File: config.mk
export PLATFORM = sky130hd
export DESIGN_NAME = spscr_core
export DESIGN_NICKNAME = d
export VERILOG_FILES = /design/src/hw/spscr_core.v
export VERILOG_INCLUDE_DIRS = /design/src /design/src/hw
export SDC_FILE = /design/constraint.sdc
export NUM_CORES = 1
export LEC_CHECK = 0
export BUFFER_PORTS_ARGS = -buffer_cell sky130_fd_sc_hd__buf_4
export CORE_MARGIN = 1.5
export CORE_UTILIZATION = 47
export DETAILED_ROUTE_END_ITERATION = 16
export GPL_ROUTABILITY_DRIVEN = 0
export GPL_TIMING_DRIVEN = 0
export MAX_ROUTING_LAYER = met4
export PLACE_DENSITY = 0.71
export SLEW_MARGIN = 20
export SYNTH_ARGS = -nofsm -noshare
export SYNTH_HDL_FRONTEND = slang
export SYNTH_SLANG_ARGS = --single-unit
File: constraint.sdc
create_clock -name clk_i -period 5.73 [get_ports clk_i]
set_clock_uncertainty 0.2 [all_clocks]
set_input_delay 1.719 -clock clk_i [delete_from_list [all_inputs] [get_ports clk_i]]
set_output_delay 1.719 -clock clk_i [all_outputs]
set_load 0.005 [all_outputs]
File: src/hw/spscr_regs.vh
// Purpose: register indices, field positions, reset values for the spi unit
// Assumes: included by hw/spscr_core.v only
// Notes:   byte address of a register is four times its index
`ifndef SPSCR_REGS_VH
`define SPSCR_REGS_VH

// ============================================================
// register indices
`define SPSCR_IDX_STATUS   8'hC4
`define SPSCR_IDX_DATA     8'hC5
`define SPSCR_IDX_CTRL     8'hC6
`define SPSCR_IDX_AUX      8'hC7

// ============================================================
// serial_control_reg fields
`define SPSCR_CTL_RATE0    0
`define SPSCR_CTL_RATE1    1
`define SPSCR_CTL_CLOCK_SAMPLE_EDGE     2
`define SPSCR_CTL_CLOCK_IDLE_LEVEL     3
`define SPSCR_CTL_MASTER_SELECT     4
`define SPSCR_CTL_SLAVE_SELECT_IGNORE     5
`define SPSCR_CTL_EN       6
`define SPSCR_CTL_RATE2    7

// ============================================================
// auxiliary control fields
`define SPSCR_AUX_UIE      0
`define SPSCR_AUX_ENH      1

// ============================================================
// serial_status_reg fields
`define SPSCR_ST_TC        7
`define SPSCR_ST_WRITE_COLLISION_FLAG      6
`define SPSCR_ST_SLAVE_SELECT_ERROR_FLAG     5
`define SPSCR_ST_MODE_FAULT_FLAG      4
`define SPSCR_ST_TXE       3
`define SPSCR_ST_ORD       2
`define SPSCR_ST_REMAP     1
`define SPSCR_ST_TX_BUFFER_IRQ_ENABLE      0

// ============================================================
// reset values and timing
`define SPSCR_RST_STATUS   8'h00
`define SPSCR_RST_DATA     8'h00
`define SPSCR_RST_CTRL     8'h00
`define SPSCR_RST_AUX      2'h0
`define SPSCR_RST_PINS     4'hF
`define SPSCR_RATE_TIMER   3'h7
`define SPSCR_LAST_EDGE    5'h0F
`define SPSCR_END_PHASE    5'h10
`define SPSCR_LAST_BIT     4'h7

`endif

File: src/hw/spscr_core.v
// Purpose: spi unit with clock-rate select, data register, status register
// Assumes: classic wishbone slave, one 50 MHz clock, synchronous reset
// Notes:   pins pass a three-flop filter; eight bits per transfer
`timescale 1ns/1ps
`include "spscr_regs.vh"

module spscr_core
(
  input  wire        clk_i,
  input  wire        rst_i,
  input  wire        wb_cyc_i,
  input  wire        wb_stb_i,
  input  wire        wb_we_i,
  input  wire [31:0] wb_adr_i,
  input  wire [3:0]  wb_sel_i,
  input  wire [31:0] wb_dat_i,
  output reg  [31:0] wb_dat_o,
  output reg         wb_ack_o,
  input  wire        timer1_ovf_i,
  input  wire [3:0]  p1_i,
  output reg  [3:0]  p1_o,
  output reg  [3:0]  p1_oe_o,
  output reg         irq_o
);

  // ============================================================
  // register state
  reg  [7:0] ctrl_ff;
  reg  [1:0] aux_ff;
  reg        tc_ff;
  reg        write_collision_flag_ff;
  reg        slave_select_error_flag_ff;
  reg        mode_fault_flag_ff;
  reg        txe_ff;
  reg  [2:0] cfg_ff;
  reg  [7:0] txbuf_ff;
  reg        txfull_ff;
  reg  [7:0] rxdata_ff;
  reg        arm_ff;

  // ============================================================
  // engine state
  reg  [7:0] tx_ff;
  reg  [7:0] rx_ff;
  reg  [3:0] bitcnt_ff;
  reg        mbusy_ff;
  reg  [4:0] phase_ff;
  reg  [6:0] div_ff;
  reg        sck_ff;
  reg        sckprev_ff;

  // ============================================================
  // pin filter state
  reg  [3:0] s1_ff;
  reg  [3:0] s2_ff;
  reg  [3:0] s3_ff;
  reg  [3:0] pin_ff;

  wire       en    = ctrl_ff[`SPSCR_CTL_EN];
  wire       master_select  = ctrl_ff[`SPSCR_CTL_MASTER_SELECT];
  wire       slave_select_ignore  = ctrl_ff[`SPSCR_CTL_SLAVE_SELECT_IGNORE];
  wire       clock_idle_level  = ctrl_ff[`SPSCR_CTL_CLOCK_IDLE_LEVEL];
  wire       clock_sample_edge  = ctrl_ff[`SPSCR_CTL_CLOCK_SAMPLE_EDGE];
  wire [2:0] rate  = {ctrl_ff[`SPSCR_CTL_RATE2],
                      ctrl_ff[`SPSCR_CTL_RATE1],
                      ctrl_ff[`SPSCR_CTL_RATE0]};
  wire       uie   = aux_ff[`SPSCR_AUX_UIE];
  wire       enhanced_mode_bit   = aux_ff[`SPSCR_AUX_ENH];
  wire       lsbf  = cfg_ff[`SPSCR_ST_ORD];
  wire       remap = cfg_ff[`SPSCR_ST_REMAP];
  wire       tx_buffer_irq_enable  = cfg_ff[`SPSCR_ST_TX_BUFFER_IRQ_ENABLE];

  // ============================================================
  // three-flop input filter, one per pin
  wire [3:0] pin_rst = `SPSCR_RST_PINS;
  genvar g;
  generate
    for (g = 0; g < 4; g = g + 1)
    begin : pin_sync
      // value moves only once the second and third stage agree
      always @(posedge clk_i)
      begin
        if (rst_i)
        begin
          s1_ff[g]  <= pin_rst[g];
          s2_ff[g]  <= pin_rst[g];
          s3_ff[g]  <= pin_rst[g];
          pin_ff[g] <= pin_rst[g];
        end
        else
        begin
          s1_ff[g] <= p1_i[g];
          s2_ff[g] <= s1_ff[g];
          s3_ff[g] <= s2_ff[g];
          if (s2_ff[g] == s3_ff[g])
            pin_ff[g] <= s3_ff[g];
        end
      end
    end
  endgenerate

  // pin positions swap with the layout bit
  wire ss_in   = remap ? pin_ff[3] : pin_ff[0];
  wire mosi_in = remap ? pin_ff[0] : pin_ff[1];
  wire miso_in = remap ? pin_ff[1] : pin_ff[2];
  wire sck_in  = remap ? pin_ff[2] : pin_ff[3];

  // ============================================================
  // mode decode
  wire collide = en & master_select & ~slave_select_ignore & ~ss_in;
  wire slv_sel = en & ~master_select & (slave_select_ignore | ~ss_in);
  wire lead    = (sckprev_ff == clock_idle_level) & (sck_in != clock_idle_level);
  wire trail   = (sckprev_ff != clock_idle_level) & (sck_in == clock_idle_level);
  wire slv_smp = slv_sel & (clock_sample_edge ? trail : lead);
  wire slv_shf = slv_sel & (bitcnt_ff != 4'h0) & (clock_sample_edge ? lead : trail);
  wire slave_select_error_flag_ev = en & ~master_select & ~slave_select_ignore & ss_in & (bitcnt_ff != 4'h0);

  // ============================================================
  // master half-period tick from the rate code
  wire [7:0] lim_w = (8'h01 << rate) - 8'h01;
  wire       tick  = (rate == `SPSCR_RATE_TIMER) ? timer1_ovf_i
                     : (div_ff == lim_w[6:0]);
  wire       m_tick = en & master_select & mbusy_ff & tick & ~collide;
  wire       m_smp  = m_tick & (phase_ff < `SPSCR_END_PHASE)
                      & (phase_ff[0] == clock_sample_edge);
  wire       m_shf  = m_tick & (phase_ff < `SPSCR_END_PHASE)
                      & (phase_ff[0] != clock_sample_edge)
                      & ~(~clock_sample_edge & (phase_ff == `SPSCR_LAST_EDGE))
                      & ~(clock_sample_edge & (phase_ff == 5'h00));
  wire       m_done = m_tick & (phase_ff == `SPSCR_END_PHASE);
  wire       m_load = en & master_select & ~mbusy_ff & txfull_ff & ~collide;

  // ============================================================
  // combined shifter events
  wire smp      = m_smp | slv_smp;
  wire shf      = m_shf | slv_shf;
  wire s_done   = slv_smp & (bitcnt_ff == `SPSCR_LAST_BIT);
  wire s_load   = en & ~master_select & (bitcnt_ff == 4'h0) & txfull_ff & ~slv_smp;
  wire load     = m_load | s_load;
  wire done     = m_done | s_done;
  wire din      = master_select ? miso_in : mosi_in;
  wire [7:0] rx_nxt = lsbf ? {din, rx_ff[7:1]} : {rx_ff[6:0], din};
  wire [7:0] rx_fin = master_select ? rx_ff : rx_nxt;
  wire       dout   = lsbf ? tx_ff[0] : tx_ff[7];

  // ============================================================
  // shift engine
  always @(posedge clk_i)
  begin
    if (rst_i | ~en)
    begin
      tx_ff      <= `SPSCR_RST_DATA;
      rx_ff      <= `SPSCR_RST_DATA;
      bitcnt_ff  <= 4'h0;
      mbusy_ff   <= 1'b0;
      phase_ff   <= 5'h00;
      div_ff     <= 7'h00;
      sck_ff     <= 1'b0;
      sckprev_ff <= 1'b0;
    end
    else
    begin
      sckprev_ff <= sck_in;
      // divider runs only while a master byte is in flight
      if (~mbusy_ff | tick)
        div_ff <= 7'h00;
      else
        div_ff <= div_ff + 7'h01;
      if (~mbusy_ff)
        sck_ff <= clock_idle_level;
      if (m_tick & (phase_ff < `SPSCR_END_PHASE))
      begin
        sck_ff   <= ~sck_ff;
        phase_ff <= phase_ff + 5'h01;
      end
      if (smp)
      begin
        rx_ff     <= rx_nxt;
        bitcnt_ff <= bitcnt_ff + 4'h1;
      end
      if (shf)
        tx_ff <= lsbf ? {1'b0, tx_ff[7:1]} : {tx_ff[6:0], 1'b0};
      // a collision drops the master byte on the floor
      if (collide)
        mbusy_ff <= 1'b0;
      if (done)
      begin
        tx_ff     <= rx_fin;
        bitcnt_ff <= 4'h0;
        mbusy_ff  <= 1'b0;
      end
      if (slave_select_error_flag_ev)
        bitcnt_ff <= 4'h0;
      if (load)
      begin
        tx_ff    <= txbuf_ff;
        mbusy_ff <= master_select;
        phase_ff <= 5'h00;
        div_ff   <= 7'h00;
      end
    end
  end

  // ============================================================
  // pin drivers; disabled unit leaves every pin to the port
  always @*
  begin
    p1_o    = 4'h0;
    p1_oe_o = 4'h0;
    if (en & master_select & ~collide)
    begin
      p1_o[remap ? 0 : 1]    = dout;
      p1_oe_o[remap ? 0 : 1] = 1'b1;
      p1_o[remap ? 2 : 3]    = sck_ff;
      p1_oe_o[remap ? 2 : 3] = 1'b1;
    end
    else if (slv_sel)
    begin
      p1_o[remap ? 1 : 2]    = dout;
      p1_oe_o[remap ? 1 : 2] = 1'b1;
    end
  end

  // ============================================================
  // wishbone decode
  wire [31:0] a_stat = {22'h000000, `SPSCR_IDX_STATUS, 2'b00};
  wire [31:0] a_data = {22'h000000, `SPSCR_IDX_DATA, 2'b00};
  wire [31:0] a_ctrl = {22'h000000, `SPSCR_IDX_CTRL, 2'b00};
  wire [31:0] a_aux  = {22'h000000, `SPSCR_IDX_AUX, 2'b00};
  wire        req    = wb_cyc_i & wb_stb_i;
  wire        acc    = req & wb_ack_o;
  wire        wr     = acc & wb_we_i & wb_sel_i[0];
  wire        rd     = acc & ~wb_we_i;
  wire        hit_st = wb_adr_i == a_stat;
  wire        hit_dt = wb_adr_i == a_data;
  wire [7:0]  wd     = wb_dat_i[7:0];
  wire        st_wr  = wr & hit_st;
  wire        dt_wr  = wr & hit_dt;
  wire        dt_acc = (rd & hit_dt) | dt_wr;
  wire        seq_clr = arm_ff & dt_acc;
  wire [7:0]  status = {tc_ff, write_collision_flag_ff, slave_select_error_flag_ff, mode_fault_flag_ff, txe_ff, cfg_ff};
  reg  [7:0]  rmux;

  // read mux; unmapped addresses read as zero
  always @*
  begin
    if (hit_st)
      rmux = status;
    else if (hit_dt)
      rmux = rxdata_ff;
    else if (wb_adr_i == a_ctrl)
      rmux = ctrl_ff;
    else if (wb_adr_i == a_aux)
      rmux = {6'h00, aux_ff};
    else
      rmux = 8'h00;
  end

  // one wait state, so ack falls the cycle after it rose
  always @(posedge clk_i)
  begin
    if (rst_i)
    begin
      wb_ack_o <= 1'b0;
      wb_dat_o <= 32'h00000000;
    end
    else
    begin
      wb_ack_o <= req & ~wb_ack_o;
      if (req & ~wb_ack_o)
        wb_dat_o <= {24'h000000, rmux};
    end
  end

  // ============================================================
  // registers and flags; a hardware set wins over any clear
  always @(posedge clk_i)
  begin
    if (rst_i)
    begin
      ctrl_ff   <= `SPSCR_RST_CTRL;
      aux_ff    <= `SPSCR_RST_AUX;
      {tc_ff, write_collision_flag_ff, slave_select_error_flag_ff, mode_fault_flag_ff, txe_ff, cfg_ff}
                <= `SPSCR_RST_STATUS;
      txbuf_ff  <= `SPSCR_RST_DATA;
      txfull_ff <= 1'b0;
      rxdata_ff <= `SPSCR_RST_DATA;
      arm_ff    <= 1'b0;
    end
    else
    begin
      if (wr & (wb_adr_i == a_ctrl))
        ctrl_ff <= wd;
      if (wr & (wb_adr_i == a_aux))
        aux_ff <= wd[1:0];
      if (st_wr)
        cfg_ff <= wd[2:0];
      // status read arms the read-then-data clear sequence
      if (rd & hit_st)
        arm_ff <= tc_ff | write_collision_flag_ff;
      else if (dt_acc)
        arm_ff <= 1'b0;
      // software write of zero clears a flag, a one leaves it
      if (done)
        tc_ff <= 1'b1;
      else if ((st_wr & ~wd[`SPSCR_ST_TC]) | seq_clr)
        tc_ff <= 1'b0;
      if (dt_wr & txfull_ff)
        write_collision_flag_ff <= 1'b1;
      else if ((st_wr & ~wd[`SPSCR_ST_WRITE_COLLISION_FLAG]) | seq_clr)
        write_collision_flag_ff <= 1'b0;
      if (slave_select_error_flag_ev)
        slave_select_error_flag_ff <= 1'b1;
      else if (st_wr & ~wd[`SPSCR_ST_SLAVE_SELECT_ERROR_FLAG])
        slave_select_error_flag_ff <= 1'b0;
      if (collide)
        mode_fault_flag_ff <= 1'b1;
      else if (st_wr & ~wd[`SPSCR_ST_MODE_FAULT_FLAG])
        mode_fault_flag_ff <= 1'b0;
      if (load)
        txe_ff <= 1'b1;
      else if (st_wr & ~wd[`SPSCR_ST_TXE])
        txe_ff <= 1'b0;
      // a write into a full buffer is dropped, the byte in flight goes on
      if (dt_wr & ~txfull_ff)
      begin
        txbuf_ff  <= wd;
        txfull_ff <= 1'b1;
      end
      else if (load)
        txfull_ff <= 1'b0;
      if (done)
        rxdata_ff <= rx_fin;
    end
  end

  // ============================================================
  // unit interrupt, registered so it never glitches
  always @(posedge clk_i)
  begin
    if (rst_i)
      irq_o <= 1'b0;
    else
      irq_o <= uie & (tc_ff | mode_fault_flag_ff | (txe_ff & tx_buffer_irq_enable & enhanced_mode_bit));
  end

endmodule

==> flow_summary.yaml, run 1 <==
status:
  run_status: "finished clean"
timing:
  timing.slew.headroom_pct: 36.59
  fin_ws_ns: 1.432
  grt_setup_unrepaired: "no"
  finalHoldViolCount: 0
  period_share_pct: 75.01
  tns_ns: 0
  setup_violations: 0
  slew_violations: 0
  clock.fmax_mhz: 232.7
  worstMarginPinSlew_ns: 0.9440
  period_minus_slack_ns: 4.298
power_and_ir_drop:
  clkPwrFrac_pct: 37.8
  p_comb_share_pct: 5.8
  seq_power_share_pct: 56.4
  fin_total_pwr_w: 0.001204
  max-vdd-ir-drop_mv: 0.1885
  powerDensity_nw_per_um2: 195.9
  p_sw_w: 0.0003113
  swShare_pct: 25.85
  p_int_w: 0.0008927
  p_leak_nw: 2.444
finish:
  drive_above_1_share_pct: 21.20
  nets: 778
  syn_to_final_growth_pct: 18.80
  final_util_pct: 56.93
  postLayoutCellArea_um2: 6145
  fill_cells: 1013
  n_antenna_cell: 0
detailed_routing:
  dr.first_iter.drc_count: 352
  remaining_drc_errors: 0
  drt-met1-wl_um: 5788
  num_vias: 4566
  totalWireLength_um: 13220
  top_layer_used: "met4"
  dr_wl_met3_um: 607
  dr.pass1.iters: 5
  viasPerCell: 5.449
  wl_met2_um: 6644
  postRouteAntennaNets: 0
  wl_per_cell_um: 15.78
placement:
  place_area_um2: 5937
  numPortBuffers: 67
  dp_hpwl_um: 10120
  dpl_worst_slack_ns: 1.555
synth:
  avgSynthCellArea_um2: 8.737
  ys_warn_count: 0
  syn_inst: 592
  synth_top_flop_cell: "dfxtp_1"
  synthArstFlopShare_pct: 0
  synth-edff-count: 0
  seq_area_frac_synth_pct: 37.54
  syn-cell-area_um2: 5172
  synthTopCellsByArea: "dfxtp_1 (38%), mux2i_1 (12%), nor2_1 (5.4%)"
  synth_top_area_share_pct: 37.54
  yosys_register_bits: 97
  ys_types: 59
  yosysTopAreaCell: "dfxtp_1"
  synth_commonest_cells: "dfxtp_1 (97), nor2_1 (74), mux2i_1 (62), o21ai_0 (31), buf_4 (28)"
  yosysMostFrequentCell: "dfxtp_1"
worst_hold_path:
  hold_path_depth: 1
  min_path_type: "reg -> reg"
  worstHoldStart: "s1_ff[0]$_SDFF_PP1_"
clock_tree:
  postCtsSetupBuffers: 0
  cts-root-buf: "clkbuf_8"
  cts_buffers: 9
  post_cts_resized: 0
  cts_tree: "yes"
  clock-sinks: 97
  clkTransAtPathRegs_ns: 0.11
  ctsHoldBuffers: 0
  h-tree-depth: 3
  clockBufferDepth: 2
  clk_latency_ns: 0.37
floorplan:
  rows: 38
  start_util_pct: 47.92
  core_um2: 10790
  io_pins: 120
  fp.dieArea_um2: 11640
  die_x_um: 107.9
  dieHeight_um: 107.9
critical_path:
  path_max_fanout: 10
  crit_end: "p1_o[2]"
  cp_top_family: "buffers and inverters"
  rr_worst_depth: 14
  critical_path_buf_inv_count: 3
  slowest_stage: "buf_1"
  r2r-start: "ctrl_ff[1]$_SDFFE_PP0P_"
  crit_required_ns: 3.81
  max_stage_delay_ns: 0.55
  crit_cells: 5
  worstPathArrival_ns: 2.38
  startpoint_type: "flip-flop"
  r2r_slack_ns: 1.94
  crit_start: "cfg_ff[2]$_SDFFE_PP0P_"
  criticalPathCategory: "reg -> out"
  end_kind: "output port"
  path_cells: "clkbuf_1, buf_1, mux2i_1, o32ai_1, buf_4"
  r2r-end: "rx_ff[6]$_SDFFE_PP0P_"
global_routing:
  grt_use_total_pct: 24.68
  grt_pass1_wl_um: 21790
  grt_start_max_net_pins: 21
  gr-total-overflow: 0
  grt_antenna_before_repair: 0
  first_global_vias: 4375
run:
  drv_cap: 0
layout by cell type (no fill, tap or decap), drive strengths merged, types with 14 or more instances in the layout:
cell type,synthesis,final
a21oi,28,28
a22oi,14,14
buf,36,103
clkbuf,23,32
conb,1,24
dfxtp,97,97
inv,20,23
mux2i,62,62
nand2,25,25
nor2,74,74
o21ai,33,33
or2,14,14
worst min path at each step:
stage          slack, ns                   to
3_5_place_dp        0.20  s2_ff[0]$_SDFF_PP1_
6_report            0.22  s2_ff[0]$_SDFF_PP1_
3_3_place_gp        0.20  s2_ff[0]$_SDFF_PP1_
2_1_floorplan       0.19  s2_ff[0]$_SDFF_PP1_
5_1_grt             0.24  s2_ff[1]$_SDFF_PP1_
4_1_cts             0.23  s2_ff[0]$_SDFF_PP1_
logic make-up after synthesis:
family / Yosys count / synth area share (%)
muxes: 72 / 14.61
buffers and inverters: 79 / 7.861
xor gates and xnor gates: 17 / 2.879
AOI/OAI and AO/OA: 122 / 16.13
other: 1 / 0.07250
and+or+nand+nor: 197 / 19.21
adders and majority gates: 7 / 1.693
DFF: 97 / 37.54
power groups by stage:
stage	Sequential (W)	Combinational, W	Clock [W]
6_report	0.000679	0.0000694	0.000456
3_5_place_dp	0.000695	0.0000684	0
3_3_place_gp	0.000695	0.0000673	0
5_1_grt	0.000680	0.0000756	0.000494
4_1_cts	0.000679	0.0000684	0.000463
2_1_floorplan	0.000694	0.0000323	0
registers in the layout, indices dropped and copies added (netlist names), 2 cells and up:
register and count:
ctrl_ff 8, rx_ff 8, s2_ff 4, wb_dat_o 8
phase_ff 5, s1_ff 4, aux_ff 2, txbuf_ff 8
rxdata_ff 8, cfg_ff 3, tx_ff 8, s3_ff 4
div_ff 7, bitcnt_ff 4, pin_ff 4
through the flow:
stage,hold slack (ns),instances
after floorplan,0.1895,615
after global placement,0.1951,822
after detailed placement,0.2001,822
after CTS,0.2294,838
after global routing,0.2409,838
final,0.2250,838
layout make-up:
type	instances	area, um2	share of cell area [%]
clock buffers	9	123.9	2.016
clock inverters	7	83.83	1.364
multi-input cells	439	2910	47.36
inverters	20	75.07	1.222
well taps	140	175.2	2.851
plain buffers	59	331.6	5.396
repair buffers	67	503.0	8.186
flip-flops and latches	97	1942	31.60
metal layers:
metal | track usage (%) | vias up
met2 | 42.13 | 117
met5 | - | -
li1 | - | 2260
met3 | 4.600 | 16
met4 | 6.015 | 0
met1 | 30.16 | 2173
Note: power is estimated with default switching activity, not from simulation.
==> run 2, diff against run 1 <==
PLACE_DENSITY = 0.74   (was 0.71)
clock period = 3.8 ns   (was 5.73 ns; I/O delays follow)
==> flow_summary.yaml, run 2 (synthesis results as in run 1) <==
global_routing:
  grt_antenna_before_repair: 0
  gr-total-overflow: 0
  first_global_vias: 4632
  grt_pass1_wl_um: 21940
  grt_start_max_net_pins: 19
  grt_use_total_pct: 24.54
power_and_ir_drop:
  powerDensity_nw_per_um2: 308.9
  max-vdd-ir-drop_mv: 0.2632
  p_leak_nw: 2.459
critical_path:
  criticalPathCategory: "reg -> reg"
  worstPathArrival_ns: 3.68
  r2r-end: "rxdata_ff[0]$_SDFFE_PP0P_"
  path_max_fanout: 10
  r2r_slack_ns: 0.16
  r2r-start: "ctrl_ff[7]$_SDFFE_PP0P_"
  end_kind: "flip-flop"
  rr_worst_depth: 15
  startpoint_type: "flip-flop"
  crit_required_ns: 3.85
floorplan:
  start_util_pct: 47.92
  core_um2: 10790
  io_pins: 120
  dieHeight_um: 107.9
  die_x_um: 107.9
  rows: 38
  fp.dieArea_um2: 11640
timing:
  worstMarginPinSlew_ns: 0.8801
  period_minus_slack_ns: 3.636
  period_share_pct: 95.68
  timing.slew.headroom_pct: 40.88
  slew_violations: 0
  grt_setup_unrepaired: "yes"
  finalHoldViolCount: 0
  clock.fmax_mhz: 275.0
  setup_violations: 0
detailed_routing:
  wl_per_cell_um: 15.82
  viasPerCell: 5.558
  totalWireLength_um: 13240
  remaining_drc_errors: 0
  dr.first_iter.drc_count: 277
  postRouteAntennaNets: 0
  num_vias: 4652
  dr.pass1.iters: 5
finish:
  postLayoutCellArea_um2: 6178
  final_common_cell: "dfxtp_1"
  drive_above_1_share_pct: 21.52
  n_antenna_cell: 0
  layout_common_cells: "dfxtp_1 (97), buf_4 (95), nor2_1 (74), mux2i_1 (62), o21ai_0 (31)"
  nets: 777
  final_util_pct: 57.25
  syn_to_final_growth_pct: 19.45
worst_hold_path:
  hold_end: "s2_ff[3]$_SDFF_PP1_"
  hold_path_depth: 1
  min_path_type: "reg -> reg"
  worstHoldStart: "s1_ff[3]$_SDFF_PP1_"
clock_tree:
  cts-root-buf: "clkbuf_8"
  clk_latency_ns: 0.37
  clock-sinks: 97
  cts_buffers: 9
  postCtsSetupBuffers: 0
  h-tree-depth: 3
  cts_tree: "yes"
  clkTransAtPathRegs_ns: 0.10
  clockBufferDepth: 2
placement:
  dp_hpwl_um: 10210
  numPortBuffers: 67
  place_area_um2: 5937
status:
  run_status: "finished clean"
run:
  drv_cap: 0
==> run 2: changes by cell type in the layout (fill, tap and decap cells not counted), moves of 2 or more <==
cell and delta:
clkinv_8 -2, clkbuf_2 +2, bufinv_16 +2, clkbuf_1 -2
==> run 2: what timing repair did <==
| item | CTS | global route |
|---|---|---|
| resized for setup | 0 | 4 |
| hold buffers | 0 | 0 |
| setup endpoints to repair | 0 | 21 |
| endpoints found under the hold margin | 0 | 0 |
==> run 2: layer usage <==
metal / up-vias / share of wire (%) / GRT usage, %
met5: - / 0 / -
met4: 0 / 3.5 / 11.18
met3: 37 / 4.9 / 3.390
met2: 153 / 50 / 42.27
met1: 2206 / 42 / 28.38
li1: 2256 / - / -
==> run 2: how the worst max path moves through the flow <==
stage                                endpoint               startpoint
global route            tx_ff[3]$_SDFFE_PP0P_  ctrl_ff[7]$_SDFFE_PP0P_
detailed placement      rx_ff[1]$_SDFFE_PP0P_  ctrl_ff[1]$_SDFFE_PP0P_
global placement        rx_ff[6]$_SDFFE_PP0P_  ctrl_ff[1]$_SDFFE_PP0P_
floorplan           rxdata_ff[0]$_SDFFE_PP0P_  ctrl_ff[1]$_SDFFE_PP0P_
finish              rxdata_ff[0]$_SDFFE_PP0P_  ctrl_ff[7]$_SDFFE_PP0P_
CTS                 rxdata_ff[0]$_SDFFE_PP0P_  ctrl_ff[1]$_SDFFE_PP0P_
==> run 2: final cells by class <==
type | instances | area (um2)
Clock inverter | 7 | 107.6
Clock buffer | 9 | 123.9
Fill cell | 975 | 4614
Tap cell | 140 | 175.2
Sequential cell | 97 | 1942
Multi-Input combinational cell | 439 | 2922
Buffer | 58 | 330.3
Timing Repair Buffer | 67 | 503.0
Inverter | 20 | 75.07
==> run 2: per-stage QoR <==
step | std cells | setup TNS (ns) | power (W) | hold WS (ns) | setup slack (ns)
after floorplan | 615 | 0 | 0.001096 | 0.1895 | 0.5391
after global routing | 837 | -0.004730 | 0.001962 | 0.2272 | -0.003741
final | 837 | 0 | 0.001909 | 0.2192 | 0.1641
after CTS | 838 | 0 | 0.001914 | 0.2207 | 0.06075
after global placement | 822 | 0 | 0.001149 | 0.1952 | 0.1487
after detailed placement | 822 | 0 | 0.001151 | 0.1951 | 0.06798
==> run 2: critical path, stage by stage, from the launching register on <==
cell	delay (ns)
dfxtp_1	0.38
clkbuf_2	0.22
nor2_1	0.16
nand2_1	0.07
ha_1	0.21
buf_4	0.17
xnor2_1	0.15
a221o_1	0.32
a221oi_2	0.28
and4_1	0.22
clkbuf_1	0.29
or2_1	0.17
buf_4	0.20
buf_4	0.21
mux2i_1	0.19
nor2_1	0.07
==> run 2: where the power goes <==
group	total [W]	switching [W]	internal, W
registers	0.00102	0.00000237	0.00102
clock network	0.000780	0.000396	0.000383
logic	0.000105	0.0000456	0.0000595
==> run 3, diff against run 2 <==
PLACE_DENSITY = 0.83   (was 0.74)
==> flow_summary.yaml, run 3 (synthesis results as in run 1) <==
status:
  run_status: "finished clean"
timing:
  grt_setup_unrepaired: "no"
  finalHoldViolCount: 0
  worstMarginPinSlew_ns: 0.8771
  period_minus_slack_ns: 3.652
  timing.slew.headroom_pct: 41.08
  fin_ws_ns: 0.1485
  period_share_pct: 96.09
  clock.fmax_mhz: 273.9
  slew_violations: 0
  setup_violations: 0
  tns_ns: 0
power_and_ir_drop:
  p_sw_w: 0.0004663
  p_int_w: 0.001345
  p_leak_nw: 2.448
  p_comb_share_pct: 5.8
  powerDensity_nw_per_um2: 294.3
  swShare_pct: 25.75
  max-vdd-ir-drop_mv: 0.2275
  clkPwrFrac_pct: 37.6
  seq_power_share_pct: 56.5
critical_path:
  r2r_slack_ns: 0.27
  max_stage_delay_ns: 0.56
  crit_required_ns: 2.46
  slowest_stage: "o21ai_0"
  worstPathArrival_ns: 2.31
  path_cells: "mux2_2, o21ai_0, nor2_1, a21o_1, nor2b_1, buf_4"
  criticalPathCategory: "reg -> out"
  path_max_fanout: 4
  startpoint_type: "flip-flop"
  end_kind: "output port"
detailed_routing:
  dr.pass1.iters: 5
  num_vias: 4711
  totalWireLength_um: 13130
  viasPerCell: 5.635
  postRouteAntennaNets: 0
  dr.first_iter.drc_count: 336
  remaining_drc_errors: 0
  wl_per_cell_um: 15.70
run:
  drv_cap: 0
clock_tree:
  cts_tree: "yes"
  postCtsSetupBuffers: 0
  clk_latency_ns: 0.38
  clock-sinks: 97
  clkTransAtPathRegs_ns: 0.11
  cts_buffers: 9
  clockBufferDepth: 2
  cts-root-buf: "clkbuf_8"
  h-tree-depth: 3
finish:
  fill_cells: 939
  layout_common_cells: "dfxtp_1 (97), buf_4 (95), nor2_1 (74), mux2i_1 (62), o21ai_0 (31)"
  syn_to_final_growth_pct: 18.96
  drive_above_1_share_pct: 21.70
  postLayoutCellArea_um2: 6153
  n_antenna_cell: 0
  nets: 776
  final_common_cell: "dfxtp_1"
placement:
  place_area_um2: 5937
  numPortBuffers: 67
  dpl_worst_slack_ns: 0.1128
  dp_hpwl_um: 10190
global_routing:
  grtUsageMet2_pct: 41.99
  grt_pass1_wl_um: 21530
  grt_start_max_net_pins: 21
  first_global_vias: 4530
  gr-total-overflow: 0
  grt_util_met3_pct: 3.329
  grt_antenna_before_repair: 0
  met1_usage_pct: 27.66
  grt-busiest-layer: "met2"
  grt_use_total_pct: 24.14
floorplan:
  rows: 38
  fp.dieArea_um2: 11640
  core_um2: 10790
  start_util_pct: 47.92
  die_x_um: 107.9
  dieHeight_um: 107.9
  io_pins: 120
worst_hold_path:
  min_path_type: "reg -> reg"
==> run 3: changes by cell type in the layout (fill, tap and decap cells not counted) <==
cell	before	now
clkbuf_1	21	20
nor3_2	0	1
bufinv_16	2	0
nor3_1	12	11
clkinvlp_4	1	0
clkinv_8	0	2
inv_6	1	2
==> run 3: cell type report <==
cell class                 instances  area [um2]  share of cell area [%]
multi-input combinational        439        2927                   47.56
sequential                        97        1942                   31.56
timing repair buffer              67       503.0                   8.174
buffer                            57       326.6                   5.307
tap                              140       175.2                   2.847
clock buffer                       9       123.9                   2.013
clock inverter                     7       81.33                   1.322
inverter                          20       75.07                   1.220
==> run 3: metal layers <==
metal / wire (um) / vias up
met5: 0 / -
met4: 337 / 0
met3: 729 / 27
met2: 6779 / 198
met1: 5278 / 2224
li1: - / 2262
==> run 3: final timing paths <==
check / start / endpoint / depth (start not counted)
worst max register to register: ctrl_ff[7]$_SDFFE_PP0P_ / rxdata_ff[7]$_SDFFE_PP0P_ / 14
worst min register to register: s1_ff[1]$_SDFF_PP1_ / s2_ff[1]$_SDFF_PP1_ / 1
worst min-delay path: s1_ff[1]$_SDFF_PP1_ / s2_ff[1]$_SDFF_PP1_ / 1
worst max-delay path: cfg_ff[1]$_SDFFE_PP0P_ / p1_o[1] / 6
==> run 3: critical path: cells and delay by family (launching register included) <==
family                 cells  cell delay (ns)
flip-flops                 1             0.38
multiplexers               1             0.38
AO/OA/AOI/OAI              2             0.76
AND/OR/NAND/NOR            2             0.28
buffers and inverters      1             0.14
==> run 3: per-stage QoR <==
stage,utilization (%),power (W),instances,hold WS (ns)
2_1_floorplan,-,0.001096,615,0.1895
3_3_place_gp,55.01,0.001147,822,0.1920
3_5_place_dp,55.01,0.001150,822,0.1976
4_1_cts,56.91,0.001821,838,0.2254
5_1_grt,57.01,0.001870,836,0.2406
6_report,57.01,0.001811,836,0.2195
==> run 3: power groups by stage <==
| stage | Sequential (W) | Clock (W) | Combinational, W |
|---|---|---|---|
| 2_1_floorplan | 0.00105 | 0 | 0.0000488 |
| 3_3_place_gp | 0.00105 | 0 | 0.000100 |
| 3_5_place_dp | 0.00105 | 0 | 0.000103 |
| 4_1_cts | 0.00102 | 0.000693 | 0.000103 |
| 5_1_grt | 0.00103 | 0.000731 | 0.000114 |
| 6_report | 0.00102 | 0.000682 | 0.000106 |
==> run 3: what timing repair did <==
action                     CTS  global route
setup endpoints to repair    0            29
hold endpoints to repair     0             0
resized for setup            0             5
hold buffers                 0             0
